===== config.mk =====
export PLATFORM = sky130hd
export DESIGN_NAME = iwd_core
export DESIGN_NICKNAME = d
export VERILOG_FILES = /design/src/design/iwd_pkg.sv /design/src/design/iwd_dec_if.sv /design/src/design/iwd_decoder.sv /design/src/design/iwd_core.sv
export SDC_FILE = /design/constraint.sdc
export NUM_CORES = 2
export LEC_CHECK = 0
export BUFFER_PORTS_ARGS = -buffer_cell sky130_fd_sc_hd__buf_2
export CELL_PAD_IN_SITES_DETAIL_PLACEMENT = 0
export CELL_PAD_IN_SITES_GLOBAL_PLACEMENT = 1
export CORE_UTILIZATION = 54
export CTS_BUF_LIST = sky130_fd_sc_hd__clkbuf_2
export DETAILED_ROUTE_END_ITERATION = 6
export PLACE_DENSITY_LB_ADDON = 0.2
export SKIP_CTS_REPAIR_TIMING = 1
export SLEW_MARGIN = 20
export SYNTH_ARGS = -nofsm -noshare
export SYNTH_HDL_FRONTEND = slang
export SYNTH_HIERARCHICAL = 1
export SYNTH_SLANG_ARGS = --single-unit

===== constraint.sdc =====
create_clock -name SYS_CLK -period 5.3 [get_ports SYS_CLK]
set_clock_uncertainty 0.05 [all_clocks]
set_input_delay 1.06 -clock SYS_CLK [delete_from_list [all_inputs] [get_ports SYS_CLK]]
set_output_delay 1.06 -clock SYS_CLK [all_outputs]
set_load 0.005 [all_outputs]

===== src/design/iwd_pkg.sv =====
// Purpose: shared constants for the instruction word decode/execute block
// Assumes: 14-bit instruction words, 8-bit data path
// Notes: register offsets are byte addresses on the apb bus
package iwd_pkg;
	localparam int IW = 14;
	localparam int DW = 8;
	localparam int AW = 7;
	localparam int PCW = 11;
	localparam int Q_PER_CYCLE = 4;
	// apb register byte offsets
	localparam logic [7:0] OFS_CTRL = 8'h00;
	localparam logic [7:0] OFS_INSTR = 8'h04;
	localparam logic [7:0] OFS_ACC = 8'h08;
	localparam logic [7:0] OFS_STATUS = 8'h0c;
	localparam logic [7:0] OFS_OPTION = 8'h10;
	localparam logic [7:0] OFS_PC = 8'h14;
	localparam logic [7:0] OFS_FADDR = 8'h18;
	localparam logic [7:0] OFS_FDATA = 8'h1c;
	localparam logic [7:0] OFS_STACK = 8'h20;
	// status bit positions
	localparam int ST_C = 0;
	localparam int ST_DCARRY = 1;
	localparam int ST_Z = 2;
	localparam int ST_IRQEN = 3;
	localparam int ST_BUSY = 4;
	localparam int ST_ILL = 5;
	localparam logic [7:0] OPTION_RST = 8'hff;
	// opcode fields
	localparam logic [5:0] OP_ADD_FILE = 6'h07;
	localparam logic [5:0] OP_AND_FILE = 6'h05;
	localparam logic [5:0] OP_MOVE_FILE = 6'h08;
	localparam logic [5:0] OP_ZERO = 6'h00;
	localparam logic [5:0] OP_AND_LIT = 6'h39;
	localparam logic [4:0] OP_ADD_LIT = 5'h1f;
	localparam logic [7:0] LO_OPTION = 8'h62;
	localparam logic [7:0] LO_RETI = 8'h09;
	typedef enum logic [3:0] {
		IWD_NOP, IWD_ADDL, IWD_ADDF, IWD_ANDL, IWD_ANDF,
		IWD_MOVFILE, IWD_MOVACC, IWD_OPT, IWD_RETI, IWD_ILL
	} iwd_op_e;
endpackage


===== src/design/iwd_dec_if.sv =====
// Purpose: decoded instruction fields between decoder and core
// Assumes: one word decoded per instruction cycle
// Notes: none
`timescale 1ns/1ps
interface iwd_dec_if;
	logic [13:0] word;
	iwd_pkg::iwd_op_e op;
	logic dest_f;
	logic [6:0] faddr;
	logic [2:0] bitsel;
	logic [7:0] lit;
	modport dec (input word, output op, dest_f, faddr, bitsel, lit);
	modport core (output word, input op, dest_f, faddr, bitsel, lit);
endinterface


===== src/design/iwd_decoder.sv =====
// Purpose: combinational decode of one 14-bit instruction word
// Assumes: don't-care bits may hold either value
// Notes: unknown patterns decode as illegal, set the ill status bit and only advance the pc
`timescale 1ns/1ps
module iwd_decoder (
	iwd_dec_if.dec d
);
	logic [5:0] hi;
	logic [7:0] lo;
	assign hi = d.word[13:8];
	assign lo = d.word[7:0];
	assign d.dest_f = d.word[7];
	assign d.faddr = d.word[6:0];
	assign d.bitsel = d.word[9:7];
	assign d.lit = lo;

	always_comb
	begin
		d.op = iwd_pkg::IWD_ILL;
		// bit 8 of add-literal and bits 6:5 of no-op are ignored
		if (hi[5:1] == iwd_pkg::OP_ADD_LIT)
			d.op = iwd_pkg::IWD_ADDL;
		else if (hi == iwd_pkg::OP_AND_LIT)
			d.op = iwd_pkg::IWD_ANDL;
		else if (hi == iwd_pkg::OP_ADD_FILE)
			d.op = iwd_pkg::IWD_ADDF;
		else if (hi == iwd_pkg::OP_AND_FILE)
			d.op = iwd_pkg::IWD_ANDF;
		else if (hi == iwd_pkg::OP_MOVE_FILE)
			d.op = iwd_pkg::IWD_MOVFILE;
		else if (hi == iwd_pkg::OP_ZERO)
		begin
			if (lo[7])
				d.op = iwd_pkg::IWD_MOVACC;
			else if (lo == iwd_pkg::LO_OPTION)
				d.op = iwd_pkg::IWD_OPT;
			else if (lo == iwd_pkg::LO_RETI)
				d.op = iwd_pkg::IWD_RETI;
			else if (lo[4:0] == 5'h00 && !lo[7])
				d.op = iwd_pkg::IWD_NOP;
		end
	end
endmodule


===== src/design/iwd_core.sv =====
// Purpose: decode-and-execute core for 14-bit instruction words
// Assumes: apb master software loads words and file data
// Notes: file store is a small flop array, one apb port into it
//
// Operation
// - fetch and decode one 14-bit word
// - d=0 result to accumulator, d=1 to file
// - seven-bit file address, 0 to 0x7f
// - bit field picks one of eight bits
// - one cycle; pc change takes two, nop second
// - instruction cycle is four clock periods
// - add-literal updates acc, c, dc, z
// - add acc and file, c, dc, z
// - and-literal into acc, only z
// - and acc with file, only z
// - move acc to file, no flags
// - load-option copies acc into option
// - interrupt-return pops stack, sets irq enable
// - don't-care bits ignored by decoder
`timescale 1ns/1ps
module iwd_core #(
	parameter int NFILE = 128
) (
	// clock and reset
	input wire logic SYS_CLK,
	input wire logic RST_N,
	// apb slave
	input wire logic PSEL,
	input wire logic PENABLE,
	input wire logic PWRITE,
	input wire logic [7:0] PADDR,
	input wire logic [31:0] PWDATA,
	output logic [31:0] PRDATA,
	output logic PREADY,
	output logic PSLVERR,
	// execution state
	output logic [7:0] ACC,
	output logic BUSY
);
	iwd_dec_if dif ();
	iwd_decoder u_dec (.d(dif));

	logic [13:0] instr_q;
	logic [7:0] acc_q;
	logic carry_q, digit_carry_flag_q, zero_q, global_irq_enable_q;
	logic [7:0] option_q;
	logic [10:0] pc_q, return_stack_top_q;
	logic [7:0] file_q [NFILE];
	logic [6:0] faddr_q;
	logic [1:0] qph_q;
	logic busy_q, second_q, ill_q;
	logic [31:0] prdata_q;
	logic pready_q, pslverr_q;

	assign dif.word = instr_q;
	assign ACC = acc_q;
	assign BUSY = busy_q;
	assign PRDATA = prdata_q;
	assign PREADY = pready_q;
	assign PSLVERR = pslverr_q;

	logic apb_acc, apb_wr, go, last_q;
	assign apb_acc = PSEL && PENABLE && !pready_q;
	assign apb_wr = apb_acc && PWRITE;
	assign go = apb_wr && PADDR == iwd_pkg::OFS_CTRL && PWDATA[0] && !busy_q;
	// execution happens at the last quarter of the instruction cycle
	assign last_q = busy_q && qph_q == 2'(iwd_pkg::Q_PER_CYCLE - 1);

	// operand and alu
	logic [7:0] fval, res;
	logic [8:0] sum;
	logic [4:0] nib;
	logic [7:0] src;
	always_comb
	begin
		fval = file_q[dif.faddr];
		src = (dif.op == iwd_pkg::IWD_ADDL || dif.op == iwd_pkg::IWD_ANDL)
			? dif.lit : fval;
		sum = {1'b0, acc_q} + {1'b0, src};
		nib = {1'b0, acc_q[3:0]} + {1'b0, src[3:0]};
		case (dif.op)
			iwd_pkg::IWD_ADDL, iwd_pkg::IWD_ADDF: res = sum[7:0];
			iwd_pkg::IWD_ANDL, iwd_pkg::IWD_ANDF: res = acc_q & src;
			iwd_pkg::IWD_MOVFILE: res = fval;
			default: res = acc_q;
		endcase
	end

	logic to_acc, to_file;
	always_comb
	begin
		to_acc = 1'b0;
		to_file = 1'b0;
		case (dif.op)
			iwd_pkg::IWD_ADDL, iwd_pkg::IWD_ANDL: to_acc = 1'b1;
			iwd_pkg::IWD_ADDF, iwd_pkg::IWD_ANDF, iwd_pkg::IWD_MOVFILE:
			begin
				to_acc = !dif.dest_f;
				to_file = dif.dest_f;
			end
			iwd_pkg::IWD_MOVACC: to_file = 1'b1;
			default:
			begin
				to_acc = 1'b0;
				to_file = 1'b0;
			end
		endcase
	end

	logic exec;
	assign exec = last_q && !second_q;

	// quarter-cycle sequencer
	always_ff @(posedge SYS_CLK or negedge RST_N)
	begin
		if (!RST_N)
			qph_q <= 2'h0;
		else if (!busy_q)
			qph_q <= 2'h0;
		else
			qph_q <= qph_q + 2'h1;
	end

	always_ff @(posedge SYS_CLK or negedge RST_N)
	begin
		if (!RST_N)
		begin
			busy_q <= 1'b0;
			second_q <= 1'b0;
		end
		else if (go)
			busy_q <= 1'b1;
		else if (exec && dif.op == iwd_pkg::IWD_RETI)
			second_q <= 1'b1;
		else if (last_q)
		begin
			busy_q <= 1'b0;
			second_q <= 1'b0;
		end
	end

	always_ff @(posedge SYS_CLK or negedge RST_N)
	begin
		if (!RST_N)
			acc_q <= 8'h00;
		else if (apb_wr && PADDR == iwd_pkg::OFS_ACC && !busy_q)
			acc_q <= PWDATA[7:0];
		else if (exec && to_acc)
			acc_q <= res;
	end

	always_ff @(posedge SYS_CLK or negedge RST_N)
	begin
		if (!RST_N)
		begin
			carry_q <= 1'b0;
			digit_carry_flag_q <= 1'b0;
			zero_q <= 1'b0;
		end
		else if (exec)
			case (dif.op)
				iwd_pkg::IWD_ADDL, iwd_pkg::IWD_ADDF:
				begin
					carry_q <= sum[8];
					digit_carry_flag_q <= nib[4];
					zero_q <= res == 8'h00;
				end
				iwd_pkg::IWD_ANDL, iwd_pkg::IWD_ANDF, iwd_pkg::IWD_MOVFILE:
					zero_q <= res == 8'h00;
				default: zero_q <= zero_q;
			endcase
	end

	always_ff @(posedge SYS_CLK or negedge RST_N)
	begin
		if (!RST_N)
			option_q <= iwd_pkg::OPTION_RST;
		else if (apb_wr && PADDR == iwd_pkg::OFS_OPTION && !busy_q)
			option_q <= PWDATA[7:0];
		else if (exec && dif.op == iwd_pkg::IWD_OPT)
			option_q <= acc_q;
	end

	always_ff @(posedge SYS_CLK or negedge RST_N)
	begin
		if (!RST_N)
		begin
			pc_q <= 11'h000;
			global_irq_enable_q <= 1'b0;
			ill_q <= 1'b0;
		end
		else if (apb_wr && PADDR == iwd_pkg::OFS_STATUS && !busy_q)
		begin
			global_irq_enable_q <= PWDATA[iwd_pkg::ST_IRQEN];
			ill_q <= 1'b0;
		end
		else if (exec && dif.op == iwd_pkg::IWD_RETI)
		begin
			pc_q <= return_stack_top_q;
			global_irq_enable_q <= 1'b1;
		end
		else if (exec)
		begin
			pc_q <= pc_q + 11'h001;
			ill_q <= dif.op == iwd_pkg::IWD_ILL;
		end
	end

	always_ff @(posedge SYS_CLK or negedge RST_N)
	begin
		if (!RST_N)
		begin
			instr_q <= 14'h0000;
			faddr_q <= 7'h00;
			return_stack_top_q <= 11'h000;
		end
		else if (apb_wr && !busy_q)
			case (PADDR)
				iwd_pkg::OFS_INSTR: instr_q <= PWDATA[13:0];
				iwd_pkg::OFS_FADDR: faddr_q <= PWDATA[6:0];
				iwd_pkg::OFS_STACK: return_stack_top_q <= PWDATA[10:0];
				default: faddr_q <= faddr_q;
			endcase
	end

	// file store: one flop word per entry
	generate
		for (genvar i = 0; i < NFILE; i++)
		begin : g_file
			always_ff @(posedge SYS_CLK or negedge RST_N)
			begin
				if (!RST_N)
					file_q[i] <= 8'h00;
				else if (apb_wr && !busy_q && PADDR == iwd_pkg::OFS_FDATA
					&& faddr_q == 7'(i))
					file_q[i] <= PWDATA[7:0];
				else if (exec && to_file && dif.faddr == 7'(i))
					file_q[i] <= res;
			end
		end
	endgenerate

	// apb: one wait state, ready on the second access cycle
	logic [31:0] rd;
	always_comb
	begin
		rd = 32'h0;
		case (PADDR)
			iwd_pkg::OFS_CTRL: rd = {31'h0, busy_q};
			iwd_pkg::OFS_INSTR: rd = {18'h0, instr_q};
			iwd_pkg::OFS_ACC: rd = {24'h0, acc_q};
			iwd_pkg::OFS_STATUS: rd = {26'h0, ill_q, busy_q,
				global_irq_enable_q, zero_q, digit_carry_flag_q, carry_q};
			iwd_pkg::OFS_OPTION: rd = {24'h0, option_q};
			iwd_pkg::OFS_PC: rd = {21'h0, pc_q};
			iwd_pkg::OFS_FADDR: rd = {25'h0, faddr_q};
			iwd_pkg::OFS_FDATA: rd = {24'h0, file_q[faddr_q]};
			iwd_pkg::OFS_STACK: rd = {21'h0, return_stack_top_q};
			default: rd = 32'h0;
		endcase
	end

	logic mapped;
	assign mapped = PADDR[1:0] == 2'h0 && PADDR <= iwd_pkg::OFS_STACK;

	always_ff @(posedge SYS_CLK or negedge RST_N)
	begin
		if (!RST_N)
		begin
			pready_q <= 1'b0;
			pslverr_q <= 1'b0;
			prdata_q <= 32'h0;
		end
		else
		begin
			pready_q <= apb_acc;
			pslverr_q <= apb_acc && !mapped;
			prdata_q <= apb_acc && !PWRITE ? rd : 32'h0;
		end
	end

	chk_exec_four: assert property (@(posedge SYS_CLK) disable iff (!RST_N)
		(go && dif.op != iwd_pkg::IWD_RETI)
		|=> busy_q [*4] ##1 !busy_q)
		else $error("one-cycle instruction did not take four clocks");
	chk_reti_two: assert property (@(posedge SYS_CLK) disable iff (!RST_N)
		(go && dif.op == iwd_pkg::IWD_RETI) |=> busy_q [*8] ##1 !busy_q)
		else $error("interrupt return did not take eight clocks");
	chk_reti_gie: assert property (@(posedge SYS_CLK) disable iff (!RST_N)
		(exec && dif.op == iwd_pkg::IWD_RETI) |=> global_irq_enable_q
		&& pc_q == $past(return_stack_top_q))
		else $error("interrupt return did not pop and enable");
	chk_addl_sum: assert property (@(posedge SYS_CLK) disable iff (!RST_N)
		(exec && dif.op == iwd_pkg::IWD_ADDL) |=> acc_q ==
		8'($past(acc_q) + $past(instr_q[7:0])))
		else $error("add literal result wrong");
	chk_andl_flags: assert property (@(posedge SYS_CLK) disable iff (!RST_N)
		(exec && dif.op == iwd_pkg::IWD_ANDL) |=> $stable(carry_q)
		&& zero_q == (acc_q == 8'h00))
		else $error("and literal flags wrong");
	chk_acc_to_file: assert property (@(posedge SYS_CLK) disable iff (!RST_N)
		(exec && dif.op == iwd_pkg::IWD_MOVACC) |=> $stable(zero_q)
		&& file_q[$past(dif.faddr)] == $past(acc_q))
		else $error("move acc to file wrong");
	chk_dest_acc: assert property (@(posedge SYS_CLK) disable iff (!RST_N)
		(exec && dif.op == iwd_pkg::IWD_ADDF && !dif.dest_f)
		|=> file_q[$past(dif.faddr)] == $past(fval))
		else $error("d=0 result reached file");
	chk_opt_load: assert property (@(posedge SYS_CLK) disable iff (!RST_N)
		(exec && dif.op == iwd_pkg::IWD_OPT) |=> option_q == $past(acc_q)
		&& $stable(zero_q))
		else $error("option load wrong");
	chk_nop_quiet: assert property (@(posedge SYS_CLK) disable iff (!RST_N)
		(exec && dif.op == iwd_pkg::IWD_NOP) |=> $stable(acc_q)
		&& $stable(zero_q) && pc_q == 11'($past(pc_q) + 11'h001))
		else $error("no-op changed state");
endmodule


==> results by group <==
Placed design
  • Placer Congestion: 1.041
  • Port buffer count: 51
  • Inst Count DP: 7125
  • Area post-placement: 68420 µm²
  • Detailed placement HPWL: 190100 µm

STA
  • Slew Limit Fails: 0
  • Worst hold slack: -0.02539 ns
  • Final hold violation count: 3
  • Final setup TNS: 0 ns
  • RSZ-0062 raised after global routing: yes
  • Part of the cycle the worst path needs: 0.9990
  • Final min period: 5.294 ns
  • Fmax: 188.9 MHz
  • Slew HR: 0.1549
  • Finish-stage setup viols: 0
  • Actual slew at the worst max-slew pin: 1.268 ns

Floorplan
  • Die ar.: 119200 µm²
  • Std-Cell Rows: 125
  • Die Width: 345.3 µm
  • Boundary pin count: 88
  • Initial core utilization: 0.5461
  • Die height: 345.3 µm
  • Core box area: 116500 µm²

Outcome
  • Status: finished with violations
  • Failing checks: design-rule violations, negative hold slack

Clocking
  • CTS tree: done
  • Clock Pin Slew Worst Setup and Hold Paths: 0.10 ns
  • CTS sink count: 1108
  • Worst skew pair latency: 1.82 ns
  • Root Buffer: clkbuf_2
  • Num CTS Buffers: 319
  • Longest Clk Path Bufs: 4
  • H-tree Lvls: 5

Worst setup path
  • CP Launch Type: register
  • Critical path endpoint category: register
  • Worst path slowest cell: dfrtp_4
  • R2r endpoint: file_q[711]$_DFFE_PN0P_
  • Crit path cell chain: buf_4, buf_6, nor2_2, buf_4, a22oi_1, nand3_1, nand2_1, a2111oi_2, buf_4, a31oi_1, ha_1, nand2_1, o211ai_1, a21oi_1, or3b_2, o211ai_4, buf_12, buf_16, o21ai_0
  • Crit path DAT: 6.84 ns
  • R2R cell count: 19
  • Reg-to-Reg Start: dif.word[0]$_DFFE_PN0P_
  • Crit-path max FO: 24
  • R2r setup slk: 0.006 ns
  • Critical Path Max Stage Delay: 0.51 ns
  • Buf/Inv on CP: 6
  • Crit Path Class: reg2reg
  • CP delay by family, top: compound AO/OA/AOI/OAI gates
  • Most frequent CP cell: buf_4
  • CP required: 6.85 ns

Route
  • Drc violations: 4
  • Iter 0 DRT Violations: 9685
  • Final wirelength: 282900 µm
  • DRT Pass-1 Iters: 7
  • Via count: 59140
  • DRT antenna net count: 0
  • Drt via density: 7.658
  • Routed len/inst: 36.63 µm

Power and ir drop
  • Cell leakage power: 27.06 nW
  • Pwr Density: 235.1 nW/µm²
  • Worst VDD drop: 0.2219 mV

Global routing
  • GRT Residual Overflow: 0
  • Number of global-route vias before repair: 55970
  • Initial antenna violation count: 13
  • First-pass GRT wire length: 403500 µm
  • Largest net degree at the start of global routing: 143
  • GRT Total Usage: 0.4645

Final layout
  • Most common cell after layout, fill and taps aside: a22oi_1
  • Final instance area: 72290 µm²
  • Final #Nets: 6051
  • Layout cells sized above 1: 0.2884
  • Cell Count, Final, Fillers Out: 7723
  • Synth-to-Final Area Change: 13.61%
  • Commonest cells after routing, fill and taps aside: 1095 x a22oi_1, 1088 x dfrtp_1, 932 x o21ai_0
  • Final Util: 0.6204

Worst hold path
  • Worst hold start: PADDR[5]
  • Worst Hold Class: in2reg
  • Cells on Worst Hold Path: 5
  • Hold worst-path end: option_q[0]$_DFFE_PN1P_

Run
  • Max Cap Viol: 0

Synth
  • Mapped Cells: 5533
  • Synth warn: 6
  • Avg Cell Area, Syn: 11.50 µm²
  • Synthesized area: 63630 µm²
power by group:
| part | switching (mW) | total [mW] | internal, mW |
|---|---|---|---|
| Clock | 3.95 | 6.41 | 2.46 |
| Combinational | 1.45 | 2.10 | 0.650 |
| Sequential | 0.0226 | 8.48 | 8.46 |
| Total | 5.43 | 17.0 | 11.6 |
flip-flops by register name, summed over array words and instances (netlist names), 2 cells and up:
| name | flops |
|---|---|
| faddr_q | 7 |
| ACC | 8 |
| return_stack_top_q | 11 |
| pc_q | 11 |
| dif.word | 14 |
| option_q | 8 |
| file_q | 1024 |
| PRDATA | 14 |
| qph_q | 2 |
how the worst max path moves through the flow:
stage | startpoint | cells past startpoint | endpoint | slack, ns
after floorplan | dif.word[0]$_DFFE_PN0P_ | 24 | file_q[414]$_DFFE_PN0P_ | 0.66
after global placement | dif.word[0]$_DFFE_PN0P_ | 19 | file_q[487]$_DFFE_PN0P_ | -0.55
after detailed placement | dif.word[0]$_DFFE_PN0P_ | 19 | file_q[503]$_DFFE_PN0P_ | -0.35
after CTS | dif.word[0]$_DFFE_PN0P_ | 19 | file_q[455]$_DFFE_PN0P_ | -0.44
after global routing | dif.word[0]$_DFFE_PN0P_ | 20 | file_q[751]$_DFFE_PN0P_ | -0.03
final | dif.word[0]$_DFFE_PN0P_ | 19 | file_q[711]$_DFFE_PN0P_ | 0.006
layout make-up:
| class | count | area (µm²) |
|---|---|---|
| Tap cell | 1524 | 1907 |
| Antenna cell | 16 | 40.04 |
| Clock buffer | 446 | 2232 |
| Inverter | 10 | 37.54 |
| Multi-Input combinational cell | 3919 | 33640 |
| Fill cell | 9569 | 44230 |
| Clock inverter | 63 | 375.4 |
| Timing Repair Buffer | 637 | 6289 |
| Sequential cell | 1108 | 27770 |
routing by layer:
metal	track usage	share of wire
met5	0.01120	0.0013
met4	0.2839	0.072
met2	0.6368	0.41
met1	0.6218	0.35
met3	0.1785	0.16
worst reg2reg max path: cells and delay by family, from the launching register on:
| family | cells | cell delay, ns |
|---|---|---|
| AOI/OAI and AO/OA | 7 | 1.55 |
| and+or+nand+nor | 5 | 1.39 |
| buffers and inverters | 6 | 1.32 |
| DFF | 1 | 0.51 |
| adders and majority gates | 1 | 0.34 |
stage by stage:
stage | worst slack [ns] | total power, mW
5_1_grt | -0.03068 | 17.42
2_1_floorplan | 0.6551 | 9.376
3_3_place_gp | -0.5511 | 10.44
4_1_cts | -0.4354 | 16.70
3_5_place_dp | -0.3499 | 10.45
6_report | 0.005542 | 16.99
Power figures use the tool's default switching activity.
